## config.mk

```make
export PLATFORM = sky130hd
export DESIGN_NAME = i2csie_core
export DESIGN_NICKNAME = d
export VERILOG_FILES = /design/src/design/i2csie_pkg.sv /design/src/design/i2csie_scl_mon.sv /design/src/design/i2csie_core.sv
export SDC_FILE = /design/constraint.sdc
export NUM_CORES = 1
export LEC_CHECK = 0
export BUFFER_PORTS_ARGS = -buffer_cell sky130_fd_sc_hd__buf_4
export CORE_UTILIZATION = 34
export DETAILED_ROUTE_END_ITERATION = 8
export HOLD_SLACK_MARGIN = 0.1
export PLACE_DENSITY = 0.63
export SLEW_MARGIN = 20
export SYNTH_ARGS = -nofsm -noshare
export SYNTH_HDL_FRONTEND = slang
export SYNTH_SLANG_ARGS = --single-unit
```

## constraint.sdc

```tcl
create_clock -name clk_in -period 3 [get_ports clk_in]
set_input_delay 0.15 -clock clk_in [delete_from_list [all_inputs] [get_ports clk_in]]
set_output_delay 0.15 -clock clk_in [all_outputs]
set_load 0.05 [all_outputs]
```

## src/design/i2csie_pkg.sv

```systemverilog
/*
 Constants, register indices and carrier types for the two-wire status and
 interrupt-enable block. Assumes the CPU special-function register port and the
 bus shifting engine share the system clock; only the clock line is foreign.
*/
package i2csie_pkg;
   // Register indices within the controller's SFR module
   localparam logic [3:0] IDX_BUF = 4'h4;
   localparam logic [3:0] IDX_ST = 4'h5;
   localparam logic [3:0] IDX_IE = 4'h6;
   localparam logic [15:0] ST_RESET = 16'h0000;
   localparam logic [15:0] IE_RESET = 16'h0000;
   localparam logic [15:0] IE_USED = 16'h07FF;
   localparam logic [15:0] RD_IDLE = 16'h0000;
   // Event flags occupy status bits 9:0
   localparam int unsigned NFLAG = 10;
   localparam logic [9:0] FLAG_NONE = 10'h000;
   localparam logic [9:0] SW_SET_MASK = 10'h333;
   localparam logic [9:0] OVR_MASK = 10'h200;
   localparam logic [2:0] RSVD_ZERO = 3'h0;
   localparam int unsigned B_START = 0;
   localparam int unsigned B_TXD = 1;
   localparam int unsigned B_RXR = 2;
   localparam int unsigned B_STR = 3;
   localparam int unsigned B_TO = 4;
   localparam int unsigned B_AM = 5;
   localparam int unsigned B_AL = 6;
   localparam int unsigned B_NACK = 7;
   localparam int unsigned B_GC = 8;
   localparam int unsigned B_OVR = 9;
   localparam int unsigned B_STREN = 10;
   // General-call address is all zero in the seven address bits
   localparam logic [6:0] GC_ADDR = 7'h00;

   // One-cycle event pulses from the shifting engine
   typedef struct packed {
      logic start_det;
      logic stop_det;
      logic tx_done;
      logic rx_byte;
      logic nack;
      logic arb_lost;
      logic start_fail;
      logic op_begin;
      logic op_end;
      logic stretch_pt;
      logic addr_valid;
   } i2csie_evt_t;

   // CPU special-function register access, one cycle per access
   typedef struct packed {
      logic rd;
      logic wr;
      logic [3:0] idx;
      logic [15:0] wdata;
   } i2csie_sfr_t;
endpackage

```

## src/design/i2csie_scl_mon.sv

```systemverilog
/*
 Clock-line monitor: three-stage synchroniser for the foreign clock line and a
 low-time counter for master timeout. Assumes clk_in is the system clock.
*/
`timescale 1ns/1ps
module i2csie_scl_mon
   import i2csie_pkg::*;
(
   input wire logic clk_in,
   input wire logic rst_in,
   input wire logic scl_in,
   input wire logic master_in,
   input wire logic [15:0] timeout_value_in,
   output logic level_out,
   output logic timeout_out
);
   logic s1_r;
   logic s2_r;
   logic s3_r;
   logic level_r;
   logic [16:0] cnt_r;
   logic timeout_r;
   wire logic agree = (s2_r == s3_r);
   wire logic low_master = master_in & ~level_r;
   wire logic at_limit = (cnt_r == {1'b0, timeout_value_in});

   // Level accepted only when stages two and three agree; stage one feeds s2 alone
   always_ff @(posedge clk_in or posedge rst_in) begin
      if (rst_in) begin
         s1_r <= 1'b1;
         s2_r <= 1'b1;
         s3_r <= 1'b1;
         level_r <= 1'b1;
      end else begin
         s1_r <= scl_in;
         s2_r <= s1_r;
         s3_r <= s2_r;
         if (agree) begin
            level_r <= s3_r;
         end
      end
   end

   // Counter stops one past the limit so the timeout fires once per low period
   always_ff @(posedge clk_in or posedge rst_in) begin
      if (rst_in) begin
         cnt_r <= 17'h00000;
         timeout_r <= 1'b0;
      end else begin
         timeout_r <= low_master & at_limit;
         if (!low_master) begin
            cnt_r <= 17'h00000;
         end else if (cnt_r <= {1'b0, timeout_value_in}) begin
            cnt_r <= cnt_r + 17'h00001;
         end
      end
   end

   assign level_out = level_r;
   assign timeout_out = timeout_r;
endmodule

```

## src/design/i2csie_core.sv

```systemverilog
/*
 Status flags, interrupt enables and the interrupt request of the two-wire
 controller, reached over the CPU special-function register port.
 Assumes the shifting engine delivers one-cycle event pulses on clk_in and
 that the clock line is an open-drain wire resolved outside this module.
*/
`timescale 1ns/1ps
module i2csie_core
   import i2csie_pkg::*;
(
   input wire logic clk_in,
   input wire logic rst_in,
   input wire i2csie_sfr_t sfr_in,
   input wire i2csie_evt_t evt_in,
   input wire logic [9:0] rx_addr_in,
   input wire logic [9:0] own_slave_addr_in,
   input wire logic module_enable_in,
   input wire logic master_mode_in,
   input wire logic [15:0] timeout_value_in,
   input wire logic scl_in,
   output logic [15:0] sfr_rdata_out,
   output logic scl_drv_out,
   output logic scl_oe_out,
   output logic irq_out,
   output logic master_clr_out,
   output logic gc_respond_out
);
   logic [9:0] flags_r;
   logic [9:0] flags_nxt;
   logic [15:0] ie_r;
   logic op_busy_r;
   logic op_busy_nxt;
   logic bus_busy_r;
   logic bus_busy_nxt;
   logic rx_pend_r;
   logic [15:0] rdata_r;
   logic scl_oe_r;
   logic irq_r;
   logic master_clr_r;
   logic scl_level;
   logic scl_timeout;

   function automatic logic hit(input i2csie_sfr_t req, input logic [3:0] idx);
      hit = (req.idx == idx);
   endfunction

   i2csie_scl_mon u_scl_mon (
      .clk_in(clk_in),
      .rst_in(rst_in),
      .scl_in(scl_in),
      .master_in(master_mode_in),
      .timeout_value_in(timeout_value_in),
      .level_out(scl_level),
      .timeout_out(scl_timeout)
   );

   // Access decode
   wire logic st_wr = sfr_in.wr & hit(sfr_in, IDX_ST);
   wire logic ie_wr = sfr_in.wr & hit(sfr_in, IDX_IE);
   wire logic st_rd = sfr_in.rd & hit(sfr_in, IDX_ST);
   wire logic ie_rd = sfr_in.rd & hit(sfr_in, IDX_IE);
   wire logic buf_rd = sfr_in.rd & hit(sfr_in, IDX_BUF);
   wire logic [9:0] wflags = sfr_in.wdata[9:0];

   // Hardware event qualification
   wire logic str_set = ie_r[B_STREN] & evt_in.stretch_pt;
   wire logic to_set = master_mode_in & (evt_in.start_fail | scl_timeout);
   wire logic am_set = evt_in.addr_valid & (rx_addr_in == own_slave_addr_in);
   wire logic al_set = master_mode_in & evt_in.arb_lost;
   wire logic gc_set = evt_in.addr_valid & (rx_addr_in[6:0] == GC_ADDR) & ie_r[B_GC];
   wire logic ovr_set = evt_in.rx_byte & rx_pend_r;

   wire logic [9:0] hw_set = {ovr_set, gc_set, evt_in.nack, al_set, am_set, to_set,
                              str_set, evt_in.rx_byte, evt_in.tx_done, evt_in.start_det};

   // Write of zero clears, except overrun which only a buffer read clears
   wire logic [9:0] kept = st_wr ? (flags_r & (wflags | OVR_MASK)) : flags_r;
   wire logic [9:0] sw_set = st_wr ? (wflags & SW_SET_MASK) : FLAG_NONE;
   wire logic [9:0] ovr_clr = buf_rd ? OVR_MASK : FLAG_NONE;

   // Hardware set wins over any clear in the same cycle; hw-only bits lack sw_set
   always_comb begin
      flags_nxt = hw_set | ((kept | sw_set) & ~ovr_clr);
   end

   // Operation busy: begin wins over a coincident end
   always_comb begin
      op_busy_nxt = op_busy_r;
      if (evt_in.op_begin) begin
         op_busy_nxt = 1'b1;
      end else if (evt_in.op_end | to_set) begin
         op_busy_nxt = 1'b0;
      end
   end

   // Bus busy follows START and STOP, forced low while disabled
   always_comb begin
      bus_busy_nxt = bus_busy_r;
      if (!module_enable_in) begin
         bus_busy_nxt = 1'b0;
      end else if (evt_in.start_det) begin
         bus_busy_nxt = 1'b1;
      end else if (evt_in.stop_det) begin
         bus_busy_nxt = 1'b0;
      end
   end

   // Read-back images
   wire logic [15:0] st_img = {bus_busy_r, op_busy_r, RSVD_ZERO, scl_level, flags_r};
   wire logic [15:0] rd_val = st_rd ? st_img : (ie_rd ? ie_r : RD_IDLE);
   wire logic irq_nxt = |(flags_r & ie_r[9:0]);

   // Flag and status state
   always_ff @(posedge clk_in or posedge rst_in) begin
      if (rst_in) begin
         flags_r <= ST_RESET[9:0];
         op_busy_r <= 1'b0;
         bus_busy_r <= 1'b0;
      end else begin
         flags_r <= flags_nxt;
         op_busy_r <= op_busy_nxt;
         bus_busy_r <= bus_busy_nxt;
      end
   end

   // Unread-byte tracker; a read in the same cycle as a new byte leaves one pending
   always_ff @(posedge clk_in or posedge rst_in) begin
      if (rst_in) begin
         rx_pend_r <= 1'b0;
      end else if (evt_in.rx_byte) begin
         rx_pend_r <= 1'b1;
      end else if (buf_rd) begin
         rx_pend_r <= 1'b0;
      end
   end

   // Enable register; bits above 10 are not stored and read zero
   always_ff @(posedge clk_in or posedge rst_in) begin
      if (rst_in) begin
         ie_r <= IE_RESET;
      end else if (ie_wr) begin
         ie_r <= sfr_in.wdata & IE_USED;
      end
   end

   // Registered outputs; clock line held low exactly while stretch flag stands
   always_ff @(posedge clk_in or posedge rst_in) begin
      if (rst_in) begin
         rdata_r <= RD_IDLE;
         scl_oe_r <= 1'b0;
         irq_r <= 1'b0;
         master_clr_r <= 1'b0;
      end else begin
         rdata_r <= rd_val;
         scl_oe_r <= flags_nxt[B_STR];
         irq_r <= irq_nxt;
         master_clr_r <= al_set;
      end
   end

   assign sfr_rdata_out = rdata_r;
   assign scl_drv_out = 1'b0;
   assign scl_oe_out = scl_oe_r;
   assign irq_out = irq_r;
   assign master_clr_out = master_clr_r;
   assign gc_respond_out = ie_r[B_GC];
endmodule

```

Word level (Yosys, flattened, before mapping)
Cells that the tools add are included.
{ "totals": {"reg_bits": 65, "inputBits": 74, "elab_cells": 66} }
{ "classes": {"add_sub_neg": 1, "order_cmp": 1, "n_eq_ne": 8, "mux": 14, "n_bitwise": 23, "n_reduce_logical": 4} }
{ "ops": {"columns": ["op", "count"], "rows": [
  ["$mux W17", 2],
  ["$and A10 B10 Y10", 3],
  ["$mux W10", 3],
  ["$or A10 B10 Y10", 2],
  ["$add A17 B1 Y17 const B", 1],
  ["$eq A17 B16 Y1", 1],
  ["$le A17 B16 Y1", 1],
  ["$mux W16", 1],
  ["$and A1 B1 Y1", 14],
  ["$eq A4 B3 Y1 const B", 3],
  ["$mux W11", 1],
  ["$eq A10 B10 Y1", 1],
  ["$not A10 Y10", 1],
  ["$reduce_or A10 Y1", 1],
  ["$logic_not A7 Y1", 1],
  ["$mux W1", 7],
  ["$reduce_bool A2 Y1", 2],
  ["$ne A3 B3 Y1 const B", 1],
  ["$ne A2 B2 Y1 const B", 1],
  ["$or A1 B1 Y1", 2],
  ["$eq A1 B1 Y1", 1],
  ["$not A1 Y1", 1]
]} }

Depth between registers and ports, before layout
{ "logic_depth": {"word_depth": 6, "ltp_mapped": 10} }

Hierarchy
A second synthesis with hierarchy kept.
{ "unflattened": {"hier_cells": 302, "area_unflattened_um2": 3199.3} }
{ "by_module_without_submodules": {"columns": ["mod", "n_inst", "cells_per_inst", "area_each_um2", "seq_area_each_um2"], "rows": [
  ["i2csie_core", 1, 139, 1726.7, 975.9],
  ["i2csie_scl_mon", 1, 163, 1472.7, 555.5]
]} }

Worst setup path after synthesis
OpenSTA, ideal clock, no wires.
{ "synth_timing": {"path_kind": "reg-to-reg", "start": "reg u_scl_mon.cnt_r[1]", "end": "reg u_scl_mon.cnt_r[9]", "t_arrival_ns": 2.259, "setup_slack_ns": 0.663, "path_stages_with_launch": 9, "path_buffers": 1, "synth_period_minus_slack_ns": 2.337, "path_cell_list": "dfrtp_1 > ha_1 > nor2b_1 > o21a_1 > o31a_1 > o31a_1 > buf_6 > or4_1 > a21oi_1"} }
{ "synth_between": {"elab_chain_cells": 3, "word_cells_on_any_way": 5, "classes_between": "add/sub (1); order compare (1); eq/ne (1); mux (2)"} }
{ "synth_lines": {"columns": ["item", "line_no", "text"], "rows": [
  ["from (decl)", "i2csie_scl_mon.sv:21", "logic [16:0] cnt_r;"],
  ["from (signal assigned)", "i2csie_scl_mon.sv:54", "cnt_r <= cnt_r + 17'h00001;"],
  ["$add A17 B1 Y17", "i2csie_scl_mon.sv:54", null],
  ["$mux W17", "i2csie_scl_mon.sv:53", "end else if (cnt_r <= {1'b0, timeout_value_in}) begin"],
  ["$mux W17", "i2csie_scl_mon.sv:51", "if (!low_master) begin"]
]} }
Parallel ways exist; a longest one is shown, timed or not. The select of a mux whose other input is x is not followed.
A chain may end at the register's enable or synchronous reset.

Worst setup path in the final report
{ "layout_timing": {"start": "reg u_scl_mon.cnt_r[15]", "end": "reg u_scl_mon.cnt_r[9]"} }
{ "layout_between": {"elab_chain_cells": 2} }
{ "layout_lines": {"columns": ["item", "line_no"], "rows": [
  ["$le A17 B16 Y1", "i2csie_scl_mon.sv:53"],
  ["$ne A2 B2 Y1 (no source line)", null]
]} }
Every way passes these cells.

==> metrics.txt <==
status complete, but fails checks; failing checks design-rule violations; post-layout util 50.2%; TritonCTS clock tree yes; R2R Path Start u_scl_mon.cnt_r[15]; clock share of power 42.6%; Pre-Repair DR Iteration Count 6; ys flop type dfrtp_1; final period utilization 87.1%; Post-Synth XOR/XNOR Area 3.08%; Setup crit start kind flop; total gr overflow 0; routed vias/inst 5.04; final RePlAce weighted congestion 0.743; HPWL Detailed 5040 µm; sw power 520 µW; commonest cells in the netlist 57 x dfrtp_1, 24 x nand2_1, 23 x inv_1, 17 x a21oi_1, 17 x ha_1; Syn Inst Count 304; fin crit period 2.61 ns; area of the die 9580 µm²; Root Driver clkbuf_8; post-synthesis adder-cell area fraction 7.13%; num rows 34; crit end category flop; Max VDD drop 0.196 mV; post-synth top area cell dfrtp_1; Final Hold Fails 0; # H-tree levels 3; Ys Warns 0; depth of the worst hold-timing path 4; Bufs on Longest Clock Path 2; total track usage 16.0%; DR iter-0 viols 107; Compound-Gate Fraction of Synth Area 14.0%; Max Fclk 0.383 GHz; Tightest Hold Check Type in2reg; port bufs 85; Switching Fraction 24.0%; setup TNS 0 ns; Area after DPL 3850 µm²; R2R depth 7; final wirelength 7150 µm; synthesized area 3120 µm²; grt met2 use 25.9%; total setup buffers inserted after CTS 0; Flop pwr share 42.9%; Critical Path AT 2.86 ns; #FFs+latches synth 61; vias in the first global route 2660; Pint 1650 µW; Most Crowded Layer GR met2; Distinct cells, synth 48; CP required 3.25 ns; FF-to-FF End u_scl_mon.cnt_r[9]; Final WS setup 0.386 ns; worst-skew pair later-pin latency 0.34 ns; Max-Cap Viols 0; Post-layout nets 514; crit path kind reg2reg; number of synthesized flops with an enable pin 0; Reg clk slew, reported paths 0.07 ns; P_leak 0.00208 µW; sequential cell area fraction in the yosys report 49.0%; Post-Synth Simple-Gate Area 17.3%; GR Layer Usage met1 20.1%; Final Max Tran Viols 0; global-route wire length before repair 12100 µm; CP Capture Point u_scl_mon.cnt_r[9]; main combinational cell family by area after synthesis simple AND/OR/NAND/NOR gates; filler instances 813; crit path from u_scl_mon.cnt_r[15]; CP max FO 31; count leader, synth dfrtp_1; final setup violation count 0; Setup Skew 0.00817 ns; Slew HR 32.7%; Die Ht 97.9 µm; antenna violations before repair 0; register-to-register setup slack 0.39 ns; Area Growth Syn to Fin 41.4%; Core Area 8810 µm²; # DRC 8; starting density of the core 35.5%; RSZ-0062 raised after global routing false; post-synth top area share 45.7%; CTS buffer count 9; async set-reset flop share out of synthesis 100%; ratio of cells with drive above 1 in the final layout 28.7%; design area 4420 µm²; antenna cells 0; io pins 95; synth top area cells dfrtp_1 46%, ha_1 6.8%, mux2_2 4.0%; Least-Margin Pin Slew 1.01 ns; clk sinks 61; met3 usage 2.86%; power per cell area 491 nW/µm²; Setup WS pre-CTS 0.212 ns; remaining antenna violation count after routing 0; Comb pwr share 14.6%; Mapped Avg Cell Area 10.3 µm²; worst hold slack 0.121 ns; Avg WL per Cell 13.3 µm; total number of vias 2703; mux cell area share after synthesis 4.29%; pin count of the biggest net entering global routing 62; die width 97.9 µm
-- timing repair --
item                                    4_1_cts  5_1_grt
hold buffers                                 31        0
endpoints found under the hold margin        83        0
endpoints found under the setup margin        0       12
resized for setup                             0        1
-- flip-flops by register name (all words and copies together) (netlist names), 10 cells and up --
signal / count
ie_r: 11
sfr_rdata_out: 13
u_scl_mon.cnt_r: 17
flags_r: 10
-- cells in the final DEF, fill, tap and decap left out, drive strengths merged, types with 11 or more instances in the layout --
| master | netlist | final |
|---|---|---|
| dfrtp | 57 | 57 |
| clkbuf | 5 | 11 |
| a22o | 12 | 12 |
| nand2 | 24 | 24 |
| mux2 | 11 | 11 |
| o21ai | 15 | 15 |
| inv | 23 | 23 |
| nand3 | 11 | 11 |
| dlygate4sd3 | 0 | 31 |
| ha | 17 | 17 |
| a21oi | 17 | 17 |
| nor2 | 16 | 16 |
| buf | 8 | 87 |
-- worst max-delay path, cell delays in order (launching register included) --
cell and delay [ns]:
dfrtp_1 0.42, ha_1 0.35, nand4b_4 0.13, nor4_1 0.43, nand4_1 0.18, o31a_2 0.31, or4_1 0.56, a21oi_1 0.16
-- power groups by stage --
stage	clock network, µW	logic, µW	registers [µW]
after floorplan	0	139	966
after global placement	0	284	942
after detailed placement	0	289	945
after CTS	948	320	929
after global routing	975	347	939
final	923	316	930
-- layer usage --
| layer | up-vias | wire, µm |
|---|---|---|
| met2 | 79 | 3420 |
| met5 | - | 0 |
| met1 | 1291 | 3200 |
| met3 | 14 | 353 |
| met4 | 0 | 178 |
| li1 | 1319 | - |
-- final cells by class --
cell class                 instances  area (µm²)  share of cell area, %
sequential                        61        1530                   34.7
multi-input combinational        210        1450                   32.7
timing repair buffer             118         963                   21.8
clock buffer                      11         151                   3.43
tap                              108         135                   3.06
clock inverter                     5         106                   2.41
inverter                          23        86.3                   1.95
-- how the worst min path moves through the flow --
stage                              start        endpoint  slack (ns)
global placement                  scl_in  u_scl_mon.s1_r        0.26
CTS                        rx_addr_in[0]      flags_r[8]        0.10
floorplan                         scl_in  u_scl_mon.s1_r        0.15
finish              own_slave_addr_in[4]      flags_r[5]        0.12
detailed placement                scl_in  u_scl_mon.s1_r        0.26
global route               rx_addr_in[0]      flags_r[8]        0.13
-- cells by family (layout without fill, tap and decap cells) --
kind of cell | after synthesis | after routing
AO/OA/AOI/OAI | 66 | 66
XOR/XNOR | 11 | 11
adder cells (fa/ha/maj) | 18 | 18
buffers and inverters | 36 | 157
flip-flops | 61 | 61
multiplexers | 12 | 12
other | 1 | 4
AND/OR/NAND/NOR | 99 | 99
-- through the flow --
stage	instances	total power [µW]
floorplan	307	1110
global placement	489	1230
detailed placement	489	1230
CTS	536	2200
global route	536	2260
finish	536	2170
No activity file was read; power rests on OpenSTA's default activity.
